## src/common/dout_pkg.sv

```systemverilog
// constants, offsets and helper functions for the digital output control block
`default_nettype none
package dout_pkg;

  // ----------------------------------------------------------------
  // register byte offsets (one aligned word each)
  // ----------------------------------------------------------------
  localparam logic [7:0] OFS_INVERT = 8'h00;        // output_invert_mask
  localparam logic [7:0] OFS_FORCE_EN = 8'h04;      // output_force_enable_mask
  localparam logic [7:0] OFS_FORCE_LVL = 8'h08;     // output_force_level_mask
  localparam logic [7:0] OFS_APPLIED = 8'h0c;       // output_applied_pattern
  localparam logic [7:0] OFS_SPARE_ONE = 8'h10;     // spare_word_one
  localparam logic [7:0] OFS_SPARE_TWO = 8'h14;     // spare_word_two
  localparam logic [7:0] OFS_ROUTE_SW = 8'h18;      // output_routing_switch
  localparam logic [7:0] OFS_IND_MASK = 8'h1c;      // indicator_enable_mask
  localparam logic [7:0] OFS_ENTRY_CNT = 8'h20;     // routing_entry_count
  localparam logic [7:0] OFS_BRAKE_SEL = 8'h24;     // brake_source_select
  localparam logic [7:0] OFS_OUT1_SEL = 8'h28;      // output1_source_select
  localparam logic [7:0] OFS_OUT2_SEL = 8'h2c;      // output2_source_select

  // ----------------------------------------------------------------
  // values after reset
  // ----------------------------------------------------------------
  localparam logic [31:0] RST_MASK = 32'h0000_0000;
  localparam logic [31:0] RST_IND_MASK = 32'h0fff_ffff;
  localparam logic [7:0] ENTRY_COUNT = 8'h03;
  localparam logic [15:0] RST_BRAKE_SEL = 16'h1080;
  localparam logic [15:0] RST_OUT1_SEL = 16'h0090;
  localparam logic [15:0] RST_OUT2_SEL = 16'h0091;

  // ----------------------------------------------------------------
  // field positions
  // ----------------------------------------------------------------
  localparam int unsigned BIT_BRAKE = 16;           // physical brake level
  localparam int unsigned BIT_OUT1 = 17;            // physical output 1 level
  localparam int unsigned BIT_OUT2 = 18;            // physical output 2 level
  localparam int unsigned BIT_GREEN = 0;            // run indicator enable
  localparam int unsigned BIT_RED = 1;              // fault indicator enable
  localparam int unsigned SEL_INV_BIT = 12;         // selector: invert routed source
  localparam logic [2:0] SEL_HOST_GRP = 3'h4;       // code[7:5]=100 -> host request bit
  localparam logic [2:0] SEL_SRC_GRP = 3'h0;        // code[7:5]=000 -> internal source bit

  // ----------------------------------------------------------------
  // helpers
  // ----------------------------------------------------------------
  // byte-lane merge of a wishbone write into a stored word
  function automatic logic [31:0] lane_merge(input logic [31:0] old_val, input logic [31:0] wr_val,
                                             input logic [3:0] sel);
    logic [31:0] res;
    res = old_val;
    for (int i = 0; i < 4; i++) begin
      if (sel[i]) begin
        res[i*8 +: 8] = wr_val[i*8 +: 8];
      end
    end
    return res;
  endfunction : lane_merge

  // level delivered by one routing selector code
  function automatic logic pick_source(input logic [15:0] code, input logic [31:0] host_req,
                                       input logic [31:0] src);
    logic lvl;
    lvl = 1'b0;
    if (code[7:5] == SEL_HOST_GRP) begin
      lvl = host_req[code[4:0]];
    end else if (code[7:5] == SEL_SRC_GRP) begin
      lvl = src[code[4:0]];
    end
    return lvl ^ code[SEL_INV_BIT];
  endfunction : pick_source

endpackage : dout_pkg
`default_nettype wire

```

## src/common/dout_mix_if.sv

```systemverilog
// bundle between the register file and the output mixer
`timescale 1ns/1ps
`default_nettype none
interface dout_mix_if;
  logic [31:0] invert_mask;      // inversion bits
  logic [31:0] force_en_mask;    // force enable bits
  logic [31:0] force_lvl_mask;   // forced levels
  logic route_en;                // routing mechanism active
  logic [15:0] brake_sel;        // brake source code
  logic [15:0] out1_sel;         // output 1 source code
  logic [15:0] out2_sel;         // output 2 source code
  logic [31:0] func_value;       // normal functional levels
  logic [31:0] host_req;         // host output request word
  logic [31:0] route_src;        // internal routing sources
  logic [31:0] next_pattern;     // mixed result

  modport regs (output invert_mask, output force_en_mask, output force_lvl_mask, output route_en,
                output brake_sel, output out1_sel, output out2_sel, output func_value,
                output host_req, output route_src, input next_pattern);
  modport mixer (input invert_mask, input force_en_mask, input force_lvl_mask, input route_en,
                 input brake_sel, input out1_sel, input out2_sel, input func_value,
                 input host_req, input route_src, output next_pattern);
endinterface : dout_mix_if
`default_nettype wire

```

## src/design/digital_output_control.sv

```systemverilog
// wishbone register file and output stage for the digital outputs and indicators
//
// Register access over Wishbone and the placing of the registers were left to the implementer.
`timescale 1ns/1ps
`default_nettype none

// How it works
// - inversion mask bit flips that output
// - force enable bit overrides normal output
// - forced output follows force level bit
// - applied pattern register shows driven bits
// - routing switch one selects routing sources
// - routing active ignores inversion and forcing masks
// - indicator bits gate green and red LEDs
// - indicator mask resets with both lamps enabled
// - per-output selector picks its signal source
// - three 16-bit selectors, entry count three
// - selectors reset to their default codes
// - low half special, high half physical
module digital_output_control (
  input wire logic mclk,                               // 10 MHz system clock
  input wire logic rst_n,                              // async reset, active low
  input wire logic wb_cyc_i,                           // bus cycle
  input wire logic wb_stb_i,                           // strobe
  input wire logic wb_we_i,                            // write when high
  input wire logic [7:0] wb_adr_i,                     // byte address
  input wire logic [3:0] wb_sel_i,                     // byte enables
  input wire logic [31:0] wb_dat_i,                    // write data
  output logic [31:0] wb_dat_o,                        // read data
  output logic wb_ack_o,                               // answer
  input wire logic [31:0] func_value,                  // functional output levels
  input wire logic [31:0] host_output_request_object,  // host output request word
  input wire logic [31:0] route_src,                   // internal routing sources
  input wire logic run_blink,                          // run flash pattern
  input wire logic fault_blink,                        // fault flash pattern
  output logic brake_out,                              // brake output level
  output logic output1_out,                            // output 1 level
  output logic output2_out,                            // output 2 level
  output logic green_run_indicator,                    // green status lamp
  output logic red_fault_indicator                     // red error lamp
);

  // ----------------------------------------------------------------
  // storage
  // ----------------------------------------------------------------
  logic [31:0] invert_ff;       // output_invert_mask
  logic [31:0] force_en_ff;     // output_force_enable_mask
  logic [31:0] force_lvl_ff;    // output_force_level_mask
  logic [31:0] applied_ff;      // output_applied_pattern
  logic [31:0] route_sw_ff;     // output_routing_switch
  logic [31:0] ind_mask_ff;     // indicator_enable_mask
  logic [15:0] brake_sel_ff;    // brake_source_select
  logic [15:0] out1_sel_ff;     // output1_source_select
  logic [15:0] out2_sel_ff;     // output2_source_select
  logic ack_ff;                 // registered acknowledge
  logic [31:0] rdata_ff;        // registered read data
  logic brake_ff;               // brake pin flop
  logic out1_ff;                // output 1 pin flop
  logic out2_ff;                // output 2 pin flop
  logic green_ff;               // green lamp flop
  logic red_ff;                 // red lamp flop

  // ----------------------------------------------------------------
  // bus decode
  // ----------------------------------------------------------------
  logic take;                   // request accepted this edge
  logic wr_take;                // write accepted this edge
  logic [7:0] word_adr;         // word aligned address
  logic [31:0] nxt_rdata;       // read mux result

  // a request is taken once; the ack cycle itself is not a new request
  assign take = wb_cyc_i & wb_stb_i & ~ack_ff;
  assign wr_take = take & wb_we_i;
  assign word_adr = {wb_adr_i[7:2], 2'b00};

  // ----------------------------------------------------------------
  // mixer connection
  // ----------------------------------------------------------------
  dout_mix_if mix ();

  // only bit 0 of the switch word counts; other bits are kept for read back
  assign mix.invert_mask = invert_ff;
  assign mix.force_en_mask = force_en_ff;
  assign mix.force_lvl_mask = force_lvl_ff;
  assign mix.route_en = route_sw_ff[0];
  assign mix.brake_sel = brake_sel_ff;
  assign mix.out1_sel = out1_sel_ff;
  assign mix.out2_sel = out2_sel_ff;
  assign mix.func_value = func_value;
  assign mix.host_req = host_output_request_object;
  assign mix.route_src = route_src;

  output_mixer u_mixer (
    .mix (mix.mixer)
  );

  // ----------------------------------------------------------------
  // mask registers
  // ----------------------------------------------------------------
  // inversion mask, bit-aligned with the pattern
  always_ff @(posedge mclk or negedge rst_n) begin
    if (!rst_n) begin
      invert_ff <= dout_pkg::RST_MASK;
    end else if (wr_take && word_adr == dout_pkg::OFS_INVERT) begin
      invert_ff <= dout_pkg::lane_merge(invert_ff, wb_dat_i, wb_sel_i);
    end
  end

  // force enable mask
  always_ff @(posedge mclk or negedge rst_n) begin
    if (!rst_n) begin
      force_en_ff <= dout_pkg::RST_MASK;
    end else if (wr_take && word_adr == dout_pkg::OFS_FORCE_EN) begin
      force_en_ff <= dout_pkg::lane_merge(force_en_ff, wb_dat_i, wb_sel_i);
    end
  end

  // force level mask
  always_ff @(posedge mclk or negedge rst_n) begin
    if (!rst_n) begin
      force_lvl_ff <= dout_pkg::RST_MASK;
    end else if (wr_take && word_adr == dout_pkg::OFS_FORCE_LVL) begin
      force_lvl_ff <= dout_pkg::lane_merge(force_lvl_ff, wb_dat_i, wb_sel_i);
    end
  end

  // routing switch word
  always_ff @(posedge mclk or negedge rst_n) begin
    if (!rst_n) begin
      route_sw_ff <= dout_pkg::RST_MASK;
    end else if (wr_take && word_adr == dout_pkg::OFS_ROUTE_SW) begin
      route_sw_ff <= dout_pkg::lane_merge(route_sw_ff, wb_dat_i, wb_sel_i);
    end
  end

  // indicator enable mask, both lamps on out of reset
  always_ff @(posedge mclk or negedge rst_n) begin
    if (!rst_n) begin
      ind_mask_ff <= dout_pkg::RST_IND_MASK;
    end else if (wr_take && word_adr == dout_pkg::OFS_IND_MASK) begin
      ind_mask_ff <= dout_pkg::lane_merge(ind_mask_ff, wb_dat_i, wb_sel_i);
    end
  end

  // ----------------------------------------------------------------
  // routing selectors
  // ----------------------------------------------------------------
  // three 16-bit codes in the low half of their words; upper lanes dropped
  always_ff @(posedge mclk or negedge rst_n) begin
    if (!rst_n) begin
      brake_sel_ff <= dout_pkg::RST_BRAKE_SEL;
      out1_sel_ff <= dout_pkg::RST_OUT1_SEL;
      out2_sel_ff <= dout_pkg::RST_OUT2_SEL;
    end else if (wr_take) begin
      case (word_adr)
        dout_pkg::OFS_BRAKE_SEL: begin
          brake_sel_ff <= 16'(dout_pkg::lane_merge({16'h0000, brake_sel_ff}, wb_dat_i, wb_sel_i));
        end
        dout_pkg::OFS_OUT1_SEL: begin
          out1_sel_ff <= 16'(dout_pkg::lane_merge({16'h0000, out1_sel_ff}, wb_dat_i, wb_sel_i));
        end
        dout_pkg::OFS_OUT2_SEL: begin
          out2_sel_ff <= 16'(dout_pkg::lane_merge({16'h0000, out2_sel_ff}, wb_dat_i, wb_sel_i));
        end
        default: begin
          // other words are handled by their own processes
        end
      endcase
    end
  end

  // ----------------------------------------------------------------
  // applied pattern and pins
  // ----------------------------------------------------------------
  // pattern is recomputed every cycle, so a write to it cannot stick;
  // software writes there are accepted and discarded
  always_ff @(posedge mclk or negedge rst_n) begin
    if (!rst_n) begin
      applied_ff <= dout_pkg::RST_MASK;
    end else begin
      applied_ff <= mix.next_pattern;
    end
  end

  // physical pins sit in the upper half; lower half feeds special functions
  always_ff @(posedge mclk or negedge rst_n) begin
    if (!rst_n) begin
      brake_ff <= 1'b0;
      out1_ff <= 1'b0;
      out2_ff <= 1'b0;
    end else begin
      brake_ff <= mix.next_pattern[dout_pkg::BIT_BRAKE];
      out1_ff <= mix.next_pattern[dout_pkg::BIT_OUT1];
      out2_ff <= mix.next_pattern[dout_pkg::BIT_OUT2];
    end
  end

  // lamps follow their flash pattern only while enabled, dark otherwise
  always_ff @(posedge mclk or negedge rst_n) begin
    if (!rst_n) begin
      green_ff <= 1'b0;
      red_ff <= 1'b0;
    end else begin
      green_ff <= ind_mask_ff[dout_pkg::BIT_GREEN] & run_blink;
      red_ff <= ind_mask_ff[dout_pkg::BIT_RED] & fault_blink;
    end
  end

  assign brake_out = brake_ff;
  assign output1_out = out1_ff;
  assign output2_out = out2_ff;
  assign green_run_indicator = green_ff;
  assign red_fault_indicator = red_ff;

  // ----------------------------------------------------------------
  // read path
  // ----------------------------------------------------------------
  // spare words and unmapped addresses read zero; they still get an ack
  always_comb begin
    nxt_rdata = 32'h0000_0000;
    case (word_adr)
      dout_pkg::OFS_INVERT: begin
        nxt_rdata = invert_ff;
      end
      dout_pkg::OFS_FORCE_EN: begin
        nxt_rdata = force_en_ff;
      end
      dout_pkg::OFS_FORCE_LVL: begin
        nxt_rdata = force_lvl_ff;
      end
      dout_pkg::OFS_APPLIED: begin
        nxt_rdata = applied_ff;
      end
      dout_pkg::OFS_ROUTE_SW: begin
        nxt_rdata = route_sw_ff;
      end
      dout_pkg::OFS_IND_MASK: begin
        nxt_rdata = ind_mask_ff;
      end
      dout_pkg::OFS_ENTRY_CNT: begin
        nxt_rdata = {24'h00_0000, dout_pkg::ENTRY_COUNT};
      end
      dout_pkg::OFS_BRAKE_SEL: begin
        nxt_rdata = {16'h0000, brake_sel_ff};
      end
      dout_pkg::OFS_OUT1_SEL: begin
        nxt_rdata = {16'h0000, out1_sel_ff};
      end
      dout_pkg::OFS_OUT2_SEL: begin
        nxt_rdata = {16'h0000, out2_sel_ff};
      end
      default: begin
        nxt_rdata = 32'h0000_0000;
      end
    endcase
  end

  // ----------------------------------------------------------------
  // acknowledge
  // ----------------------------------------------------------------
  // one wait-free cycle: ack in the cycle after the request, dropped after one
  always_ff @(posedge mclk or negedge rst_n) begin
    if (!rst_n) begin
      ack_ff <= 1'b0;
    end else begin
      ack_ff <= take;
    end
  end

  // read data captured with the ack; held stable otherwise
  always_ff @(posedge mclk or negedge rst_n) begin
    if (!rst_n) begin
      rdata_ff <= 32'h0000_0000;
    end else if (take && !wb_we_i) begin
      rdata_ff <= nxt_rdata;
    end
  end

  assign wb_ack_o = ack_ff;
  assign wb_dat_o = rdata_ff;

endmodule : digital_output_control
`default_nettype wire

```

## src/design/output_mixer.sv

```systemverilog
// combinational mixing of function, inversion, forcing and routing
`timescale 1ns/1ps
`default_nettype none
module output_mixer (
  dout_mix_if.mixer mix
);

  // ----------------------------------------------------------------
  // mask path
  // ----------------------------------------------------------------
  logic [31:0] inverted;   // functional value after inversion
  logic [31:0] masked;     // after forcing

  // inversion then forcing, bit by bit
  always_comb begin
    inverted = mix.func_value ^ mix.invert_mask;
    masked = (mix.force_en_mask & mix.force_lvl_mask) | (~mix.force_en_mask & inverted);
  end

  // ----------------------------------------------------------------
  // routing path
  // ----------------------------------------------------------------
  logic [31:0] routed;     // pattern while routing owns the outputs

  // masks are bypassed entirely; only the three physical levels are replaced
  always_comb begin
    routed = mix.func_value;
    routed[dout_pkg::BIT_BRAKE] = dout_pkg::pick_source(mix.brake_sel, mix.host_req, mix.route_src);
    routed[dout_pkg::BIT_OUT1] = dout_pkg::pick_source(mix.out1_sel, mix.host_req, mix.route_src);
    routed[dout_pkg::BIT_OUT2] = dout_pkg::pick_source(mix.out2_sel, mix.host_req, mix.route_src);
  end

  // routing switch chooses the path
  assign mix.next_pattern = mix.route_en ? routed : masked;

endmodule : output_mixer
`default_nettype wire

```

## config.mk

```make
export PLATFORM = sky130hd
export DESIGN_NAME = digital_output_control
export DESIGN_NICKNAME = d
export VERILOG_FILES = /design/src/common/dout_pkg.sv /design/src/common/dout_mix_if.sv /design/src/design/digital_output_control.sv /design/src/design/output_mixer.sv
export SDC_FILE = /design/constraint.sdc
export NUM_CORES = 1
export LEC_CHECK = 0
export ABC_AREA = 0
export BUFFER_PORTS_ARGS = -buffer_cell sky130_fd_sc_hd__buf_2
export CAP_MARGIN = 15
export CORE_ASPECT_RATIO = 1.1
export CORE_MARGIN = 3
export CORE_UTILIZATION = 45
export CTS_CLUSTER_SIZE = 25
export DETAILED_ROUTE_END_ITERATION = 10
export GPL_TIMING_DRIVEN = 0
export PLACE_DENSITY_LB_ADDON = 0.08
export SYNTH_ARGS = -nofsm -noshare
export SYNTH_HDL_FRONTEND = slang
export SYNTH_HIERARCHICAL = 1
export SYNTH_SLANG_ARGS = --single-unit
```

## constraint.sdc

```tcl
create_clock -name mclk -period 3.3 [get_ports mclk]
set_input_delay 0.33 -clock mclk [delete_from_list [all_inputs] [get_ports mclk]]
set_output_delay 0.33 -clock mclk [all_outputs]
set_load 0.02 [all_outputs]
```

==> results.tsv, run 1 <==
metric	value	unit
Die Width	176	um
Worst-Skew Late Latency	0.57	ns
Vias/cell	6.08	
crit path capture	wb_dat_o[14]$_DFFE_PN0P_	
DRC Markers	0	
hold crit path type	in2reg	
Fmax	0.353	GHz
nets	1564	
Synth Register Bits	275	
die area	0.0341	sq mm
Final Hold Fails	0	
Seq/Total Area, Yosys	48.2	%
Unique masters post-synth	62	
hold_buf cts	19	
YS warnings	6	
CTS tree	done	
Post-CTS Setup Inserts	0	
DP HPWL	31.2	mm
share of post-route cells with drive strength above 1	38.6	%
max cap viols	0	
Finished Cell Area	0.0172	sq mm
startpoint types	flip-flop	
P_leak	7.57	nW
IO Port Bufs	179	
Max H-tree Level	1	
Resized Gates After CTS	0	
WL per Instance	24.0	um
clock sink count	275	
CP arrival	3.32	ns
drt pass-1 iters	8	
drt initial violations	988	
worst slew pin tran	1.12	ns
# rows	68	
GRT Util Overall	25.7	%
post-placement cell count	1785	
R2R Setup Slk	0.47	ns
RePlAce Congestion	0.859	
max_slew headroom	25.2	%
Post-Synthesis Cell Area	0.0144	sq mm
kind of critical path	reg2reg	
final setup fails	0	
Main synth FF type	dfrtp_1	
post-route setup slack	0.465	ns
Area growth, synth to finish	19.5	%
largest net degree at the start of global routing	118	
clk slew on worst S/H paths	0.06	ns
core box area	0.0315	sq mm
global-route wire length before repair	68.2	mm
min-delay src	func_value[8]	
clock root buffer	clkbuf_16	
Layout Cells excl Fill	1863	
worst r2r path cells	7	
via count	11326	
RSZ-0062 raised after global routing	false	
most common cell after layout, fill and taps aside	dfrtp_1	
critical path endpoint category	flip-flop	
Final min period	2.83	ns
Power Density	458	mW/mm^2
FF-to-FF Start	wb_ack_o$_DFF_PN0_	
CTS buffer count	31	
Avg Inst Size Synth	12.2	sq um
Critical Path Start	wb_ack_o$_DFF_PN0_	
post-route antenna net violation count	0	
clock skew	0.00669	ns
RR Endpoint	wb_dat_o[14]$_DFFE_PN0P_	
total power	7.86	mW
cell count after synthesis	1183	
vias in the first global route	11184	
CTS max path bufs	3	
Max Slew Vio Count	0	
most frequent cells in the layout	240 x dfrtp_1, 198 x buf_2, 195 x mux2_2	
crit-path max FO	10	
initial antenna violation count	3	
post-synth net total	1330	
TNS Setup	0	ns
crit share post-route	85.9	%
Placed Area	0.0159	sq mm
Die Span Y	193	um
starting density of the core	45.7	%
DP Worst Slack	0.373	ns
fraction of registers with async set/reset	100	%
DRT Wirelength	44.7	mm
utilization after layout	54.6	%
required time worst endpoint	3.78	ns
total global routing overflow	0	
outcome	complete, no violations	
final hold slack	0.0145	ns
Worst VDD drop	441	uV
Post-synth EDFFs	0	
Ports	185	
flip-flops by register name, indices dropped and copies added, names as in the netlist:
register             flops
applied_ff              32
brake_sel_ff            16
force_en_ff             32
force_lvl_ff            32
green_run_indicator      1
ind_mask_ff             32
invert_ff               32
mix.out1_sel            16
mix.out2_sel            16
red_fault_indicator      1
route_sw_ff             32
wb_ack_o                 1
wb_dat_o                32
kinds of logic (layout without fill, tap and decap cells):
group / Yosys count / count (layout) / share of synthesized area (%)
buffers and inverters: 97 / 356 / 2.98
xor gates and xnor gates: 3 / 3 / 0.183
DFF: 275 / 275 / 48.2
and+or+nand+nor: 225 / 225 / 9.25
AOI/OAI and AO/OA: 279 / 279 / 12.6
muxes: 304 / 304 / 26.8
other: 0 / 1 / 0
layer usage:
metal / routed length [um] / GRT usage [%] / share of wire [%] / vias to the layer above
li1: - / - / - / 5042
met1: 19900 / 36.7 / 44 / 5805
met2: 21000 / 41.4 / 47 / 389
met3: 2750 / 4.18 / 6.1 / 86
met4: 1080 / 5.88 / 2.4 / 4
met5: 21 / 0 / 0.047 / -
Yosys cell counts (14+ instances only):
master	number	area, sq um
nor3_1	23	115
buf_2	19	95.1
mux2_1	16	180
nor3b_1	46	345
dfrtp_1	240	6010
mux4_2	41	923
mux2i_1	50	500
mux2_2	195	2200
nand3_1	14	70.1
o21ai_0	61	305
and3_1	14	87.6
dfstp_2	35	920
a22oi_1	38	285
inv_1	23	86.3
nand2_1	26	97.6
a222oi_1	24	240
a21oi_1	79	395
a31oi_1	25	156
clkbuf_1	36	135
nor2_1	40	150
worst max-delay path: stages, from the launching register on:
cell and delay, ns:
dfrtp_1 0.40, nand4bb_1 0.22, a2111oi_0 0.47, buf_2 0.26, buf_2 0.29, buf_1 0.66
o41ai_1 0.27, o211ai_1 0.17
where the power goes:
part           internal, mW  leakage, nW  switching (mW)  total (mW)
Sequential             3.46         3.63          0.0578        3.52
Clock                  2.27        0.555            1.44        3.71
Combinational         0.268         3.39           0.365       0.634
worst min path at each step:
stage	endpoint	slack, ns	cells after the start
2_1_floorplan	applied_ff[0]$_DFF_PN0_	0.03	0
3_3_place_gp	wb_ack_o$_DFF_PN0_	0.45	1
3_5_place_dp	invert_ff[19]$_DFFE_PN0P_	0.25	1
4_1_cts	applied_ff[8]$_DFF_PN0_	0.004	3
5_1_grt	applied_ff[13]$_DFF_PN0_	0.03	3
6_report	applied_ff[8]$_DFF_PN0_	0.01	3
final cells by class:
class / instances / area, sq um
multi-input cells: 811 / 7020
clock buffers: 49 / 983
clock inverters: 9 / 138
fillers: 2811 / 14300
repair buffers: 201 / 1160
well taps: 420 / 526
diodes: 1 / 2.50
plain buffers: 74 / 343
inverters: 23 / 86.3
flip-flops and latches: 275 / 6930
(Power assumes the default switching activity.)
==> run 2: changes to the inputs <==
--- a/config.mk
+++ b/config.mk
@@ -5,7 +5,7 @@
 export SDC_FILE = /design/constraint.sdc
 export NUM_CORES = 1
 export LEC_CHECK = 0
-export ABC_AREA = 0
+export ABC_AREA = 1
 export BUFFER_PORTS_ARGS = -buffer_cell sky130_fd_sc_hd__buf_2
 export CAP_MARGIN = 15
 export CORE_ASPECT_RATIO = 1.1
==> run 2 against run 1 <==
Non-clock buffer count up 16; sequential share of layout area down 2.3 points; wire length up 18%; power up 0.98%; design area up 6.1%; combinational power up 14%; worst hold slack better by 0.0015 ns; utilization down 0.39 points; critical path type unchanged.
==> results.tsv, run 2 <==
metric	value	unit
Worst VDD drop	398	uV
fraction of registers with async set/reset	100	%
initial antenna violation count	5	
CP arrival	2.65	ns
post-route antenna net violation count	0	
Unique masters post-synth	34	
Avg Inst Size Synth	7.35	sq um
Synth Area in Compound Gates	10.7	%
crit share post-route	65.5	%
YS warnings	6	
Area growth, synth to finish	17.6	%
Layout Cells excl Fill	2791	
WL per Instance	18.8	um
largest cells by area after synthesis	dfrtp_1 39%, nand2_1 18%, nand3_1 8.3%	
cell count after synthesis	2108	
total global routing overflow	0	
utilization after layout	54.2	%
starting density of the core	46.1	%
most frequent cells in the layout	734 x nand2_1, 256 x nand3_1, 240 x dfrtp_1	
Power Density	436	mW/mm^2
most common cell after layout, fill and taps aside	nand2_1	
worst slew pin tran	0.810	ns
outcome	complete, no violations	
DRC Markers	0	
Fmax	0.462	GHz
worst r2r path cells	14	
Seq/Total Area, Yosys	44.7	%
kind of critical path	reg2reg	
CTS tree	done	
post-synth net total	2255	
drt pass-1 iters	6	
FF-to-FF Start	mix.out2_sel[0]$_DFFE_PN1P_	
Vias/cell	5.37	
vias in the first global route	14687	
Die Span Y	201	um
Synth Register Bits	275	
RSZ-0062 raised after global routing	false	
clock skew	0.0281	ns
Ports	185	
required time worst endpoint	3.79	ns
global-route wire length before repair	83.5	mm
clock sink count	275	
die area	0.0367	sq mm
post-synthesis adder-cell area fraction	0	%
nets	2482	
clock root buffer	clkbuf_16	
Final Hold Fails	0	
critical path endpoint category	flip-flop	
share of post-route cells with drive strength above 1	19.2	%
final hold slack	0.0159	ns
final setup fails	0	
Max H-tree Level	1	
top-area cell type share of the netlist area	38.7	%
hold crit path type	in2reg	
DRT Wirelength	52.6	mm
RR Endpoint	applied_ff[18]$_DFF_PN0_	
Max Slew Vio Count	0	
Worst-Skew Late Latency	0.59	ns
Critical Path Start	mix.out2_sel[0]$_DFFE_PN1P_	
core box area	0.0336	sq mm
crit path capture	applied_ff[18]$_DFF_PN0_	
Yosys top cell by area	dfrtp_1	
Die Width	183	um
GRT Util Overall	28.5	%
DP HPWL	38.8	mm
via count	14976	
Post-synth EDFFs	0	
fillers	3382	
Simple-Gate Fraction of Synth Area	35.4	%
largest net degree at the start of global routing	107	
IO Port Bufs	182	
CTS max path bufs	3	
count leader, synth	nand2_1	
drt initial violations	1213	
TNS Setup	0	ns
P_leak	9.31	nW
Finished Cell Area	0.0182	sq mm
startpoint types	flip-flop	
portion of netlist area occupied by mux cells	0	%
Main synth FF type	dfrtp_1	
RePlAce Congestion	0.935	
max_slew headroom	46.0	%
CTS buffer count	30	
clk slew on worst S/H paths	0.06	ns
largest family of logic cells by synthesized area	simple AND/OR/NAND/NOR gates	
Final min period	2.16	ns
max cap viols	0	
# rows	70	
R2R Setup Slk	1.14	ns
Post-Synthesis Cell Area	0.0155	sq mm
synth cell count leaders	734 x nand2_1, 256 x nand3_1, 240 x dfrtp_1	
post-placement cell count	2724	
Placed Area	0.0170	sq mm
crit-path max FO	10	
area share of xor/xnor cells in the synthesized design	0.169	%
## run 2: cell families (layout without fill, tap and decap cells)
logic type / after synthesis / count (layout)
xor gates and xnor gates: 3 / 3
and+or+nand+nor: 1265 / 1265
other: 0 / 1
DFF: 275 / 275
AOI/OAI and AO/OA: 288 / 288
buffers and inverters: 277 / 527
## run 2: report_power, final
part	leakage (nW)	switching, mW	internal [mW]
Combinational	5.14	0.483	0.241
Clock	0.540	1.44	2.24
Sequential	3.63	0.0627	3.47
## run 2: through the flow
| step | setup WS (ns) | power [mW] |
|---|---|---|
| floorplan | 1.64 | 3.95 |
| global placement | -3.46 | 4.29 |
| detailed placement | 1.09 | 4.31 |
| CTS | 1.18 | 7.99 |
| global route | 0.971 | 8.24 |
| finish | 1.14 | 7.94 |
## run 2: metal layers
layer	vias up	wire length [um]	global-route usage, %
li1	7241	-	-
met2	544	25100	48.2
met4	10	1450	7.81
met5	-	59	0
met3	112	3380	4.19
met1	7069	22600	38.3
## run 2: final cells by class
class	instances	area, sq um	area share, %
diodes	1	2.50	0.0137
plain buffers	96	713	3.91
clock buffers	41	872	4.78
clock inverters	14	223	1.22
inverters	181	699	3.84
multi-input cells	1556	7160	39.3
flip-flops and latches	275	6930	38.0
well taps	432	541	2.97
repair buffers	195	1090	5.96
## run 2: worst min-delay path by stage
stage	startpoint	end	slack, ns	depth (start not counted)
floorplan	rst_n	applied_ff[0]$_DFF_PN0_	0.03	0
finish	func_value[21]	applied_ff[21]$_DFF_PN0_	0.02	3
CTS	func_value[11]	applied_ff[11]$_DFF_PN0_	0.001	3
detailed placement	rst_n	wb_dat_o[3]$_DFFE_PN0P_	0.33	1
global placement	wb_dat_o[9]$_DFFE_PN0P_	wb_dat_o[9]$_DFFE_PN0P_	0.46	2
global route	func_value[11]	applied_ff[11]$_DFF_PN0_	0.007	3
## run 2: what timing repair did
item,in CTS,in global routing
setup endpoints to repair,0,0
hold buffers,11,0
gates resized for setup,0,0
hold endpoints to repair,73,0
setup buffers,0,0
## run 2: critical path: stages (launching register included)
cell and delay (ns):
dfstp_2 0.56, buf_6 0.16, buf_6 0.16, nand2_1 0.06, nand3_1 0.07, nand3_1 0.09
nand2_1 0.20, nand2_1 0.08, nand3_1 0.08, nand3_1 0.07, nand2_1 0.09, nand2_1 0.06
nand2_1 0.06, nand3_1 0.22, nand2_1 0.12
==> run 3: changes to the inputs <==
==> constraint.sdc (replaced) <==
create_clock -name mclk -period 1.8 [get_ports mclk]
set_input_delay 0.18 -clock mclk [delete_from_list [all_inputs] [get_ports mclk]]
set_output_delay 0.18 -clock mclk [all_outputs]
set_load 0.02 [all_outputs]
==> run 3 against run 2 <==
The flow now finishes with violations (negative setup slack); combinational power is 130% higher; count of clock-buffer cells in the layout stayed put; design area is 13% higher; largest cell class unchanged; sequential share of layout area is 4.3 points lower; fmax is 11% higher; clock skew is 0.0094 ns higher.
==> results.tsv, run 3 (same netlist as run 2, synthesis figures left out) <==
metric	value	unit
crit path cell chain	buf_12 -> inv_16 -> clkbuf_16 -> nand2_2 -> nand3_1 -> nand3_2 -> nand2_4 -> nand2_2 -> nand3_2 -> nand3_2 -> nand2_2 -> nand2_2 -> nand2_2 -> nand3_4 -> nand2_2	
fillers	3134	
worst slew pin tran	0.872	ns
GRT Util Overall	28.8	%
initial antenna violation count	5	
Die Width	183	um
Power Density	724	mW/mm^2
CTS max path bufs	3	
startpoint types	flip-flop	
Max H-tree Level	1	
Top cell by count, worst path	nand2_2	
core box area	0.0336	sq mm
Max Slew Vio Count	0	
Ports	185	
Fmax	0.514	GHz
Final Hold Fails	0	
R2R Setup Slk	-0.14	ns
Layout Cells excl Fill	2886	
kind of critical path	reg2reg	
clock root buffer	clkbuf_16	
clock sink count	275	
via count	15573	
utilization after layout	61.1	%
CTS buffer count	30	
WL per Instance	19.0	um
drt initial violations	1396	
post-route setup slack	-0.144	ns
final setup fails	35	
DRT Wirelength	55.0	mm
cell family with most CP delay	simple AND/OR/NAND/NOR gates	
required time worst endpoint	2.24	ns
total global routing overflow	0	
IO Port Bufs	182	
CP arrival	2.39	ns
most common cell after layout, fill and taps aside	nand2_1	
P_leak	10.2	nW
Die Span Y	201	um
CTS tree	done	
die area	0.0367	sq mm
Area growth, synth to finish	32.6	%
Worst-Skew Late Latency	0.59	ns
max cap viols	0	
hold crit path type	in2reg	
RePlAce Congestion	0.935	
post-placement cell count	2724	
critical path endpoint category	flip-flop	
RSZ-0062 raised after global routing	true	
clk slew on worst S/H paths	0.06	ns
Vias/cell	5.40	
crit-path max FO	8	
global-route wire length before repair	84.5	mm
largest net degree at the start of global routing	107	
post-route antenna net violation count	0	
vias in the first global route	14967	
CP max stage delay	0.56	ns
nets	2576	
drt pass-1 iters	7	
outcome	complete, but fails checks	
Worst VDD drop	719	uV
DRC Markers	0	
critical path's slowest cell	dfstp_2	
WP buf/inv	3	
violated checks	negative setup slack	
most frequent cells in the layout	664 x nand2_1, 239 x dfrtp_1, 204 x nor2_1	
register area	0.00693	sq mm
# rows	70	
clock skew	0.0376	ns
Final min period	1.94	ns
share of post-route cells with drive strength above 1	27.4	%
footprint of the multi-input gates	0.00804	sq mm
DP HPWL	38.8	mm
starting density of the core	46.1	%
crit share post-route	108	%
max_slew headroom	41.7	%
==> run 3: what timing repair did <==
| action | CTS | global route |
|---|---|---|
| cloned | 3 | 14 |
| hold buffers | 57 | 0 |
| gates resized for setup | 72 | 249 |
| pin swaps | 11 | 63 |
| endpoints found under the setup margin | 100 | 165 |
| setup buffers | 12 | 32 |
| hold endpoints to repair | 191 | 0 |
==> run 3: worst min-delay path: cells and delay by family <==
| family | cells | cell delay [ns] |
|---|---|---|
| AOI/OAI and AO/OA | 1 | 0.16 |
| buffers and inverters | 2 | 0.21 |
==> run 3: cell type report <==
cell class / count / area share [%]
Clock inverter: 14 / 1.08
Tap cell: 432 / 2.63
Antenna cell: 2 / 0.0244
Timing Repair Buffer: 300 / 11.6
Multi-Input combinational cell: 1558 / 39.1
Buffer: 83 / 3.97
Inverter: 181 / 3.63
Clock buffer: 41 / 4.24
Sequential cell: 275 / 33.7
==> run 3: final timing paths <==
check,start,endpoint,cells after the start
max reg2reg,mix.out2_sel[0]$_DFFE_PN1P_,applied_ff[18]$_DFF_PN0_,15
min,wb_dat_i[14],force_en_ff[14]$_DFFE_PN0P_,3
min reg2reg,ind_mask_ff[22]$_DFFE_PN1P_,ind_mask_ff[22]$_DFFE_PN1P_,2
max,mix.out2_sel[0]$_DFFE_PN1P_,applied_ff[18]$_DFF_PN0_,15
max in group asynchronous,rst_n,ind_mask_ff[20]$_DFFE_PN1P_,4
min in group asynchronous,rst_n,wb_dat_o[3]$_DFFE_PN0P_,2
==> run 3: per-stage QoR <==
step / instance area (sq um) / TNS [ns] / total power, mW / hold slack [ns] / setup WS, ns
5_1_grt: 20500 / -4.26 / 15.4 / 0.0130 / -0.261
2_1_floorplan: 15500 / 0 / 7.24 / -0.116 / 0.139
3_5_place_dp: 17000 / -9.96 / 7.90 / 0.181 / -0.311
6_report: 20500 / -0.935 / 14.9 / 0.00868 / -0.144
3_3_place_gp: 17000 / -1259.83 / 7.86 / 0.368 / -4.81
4_1_cts: 19100 / -0.177 / 14.8 / 0.00344 / -0.135
==> run 3: power by group <==
group	switching, mW	internal [mW]
combinational	1.01	0.618
clock	2.67	4.10
sequential	0.118	6.37
total	3.80	11.1
==> run 3: metal layers <==
layer	global-route usage, %	share of wire (%)
met3	3.79	5.9
met4	8.65	3.1
met1	38.8	43
met5	0	0.080
met2	48.6	48
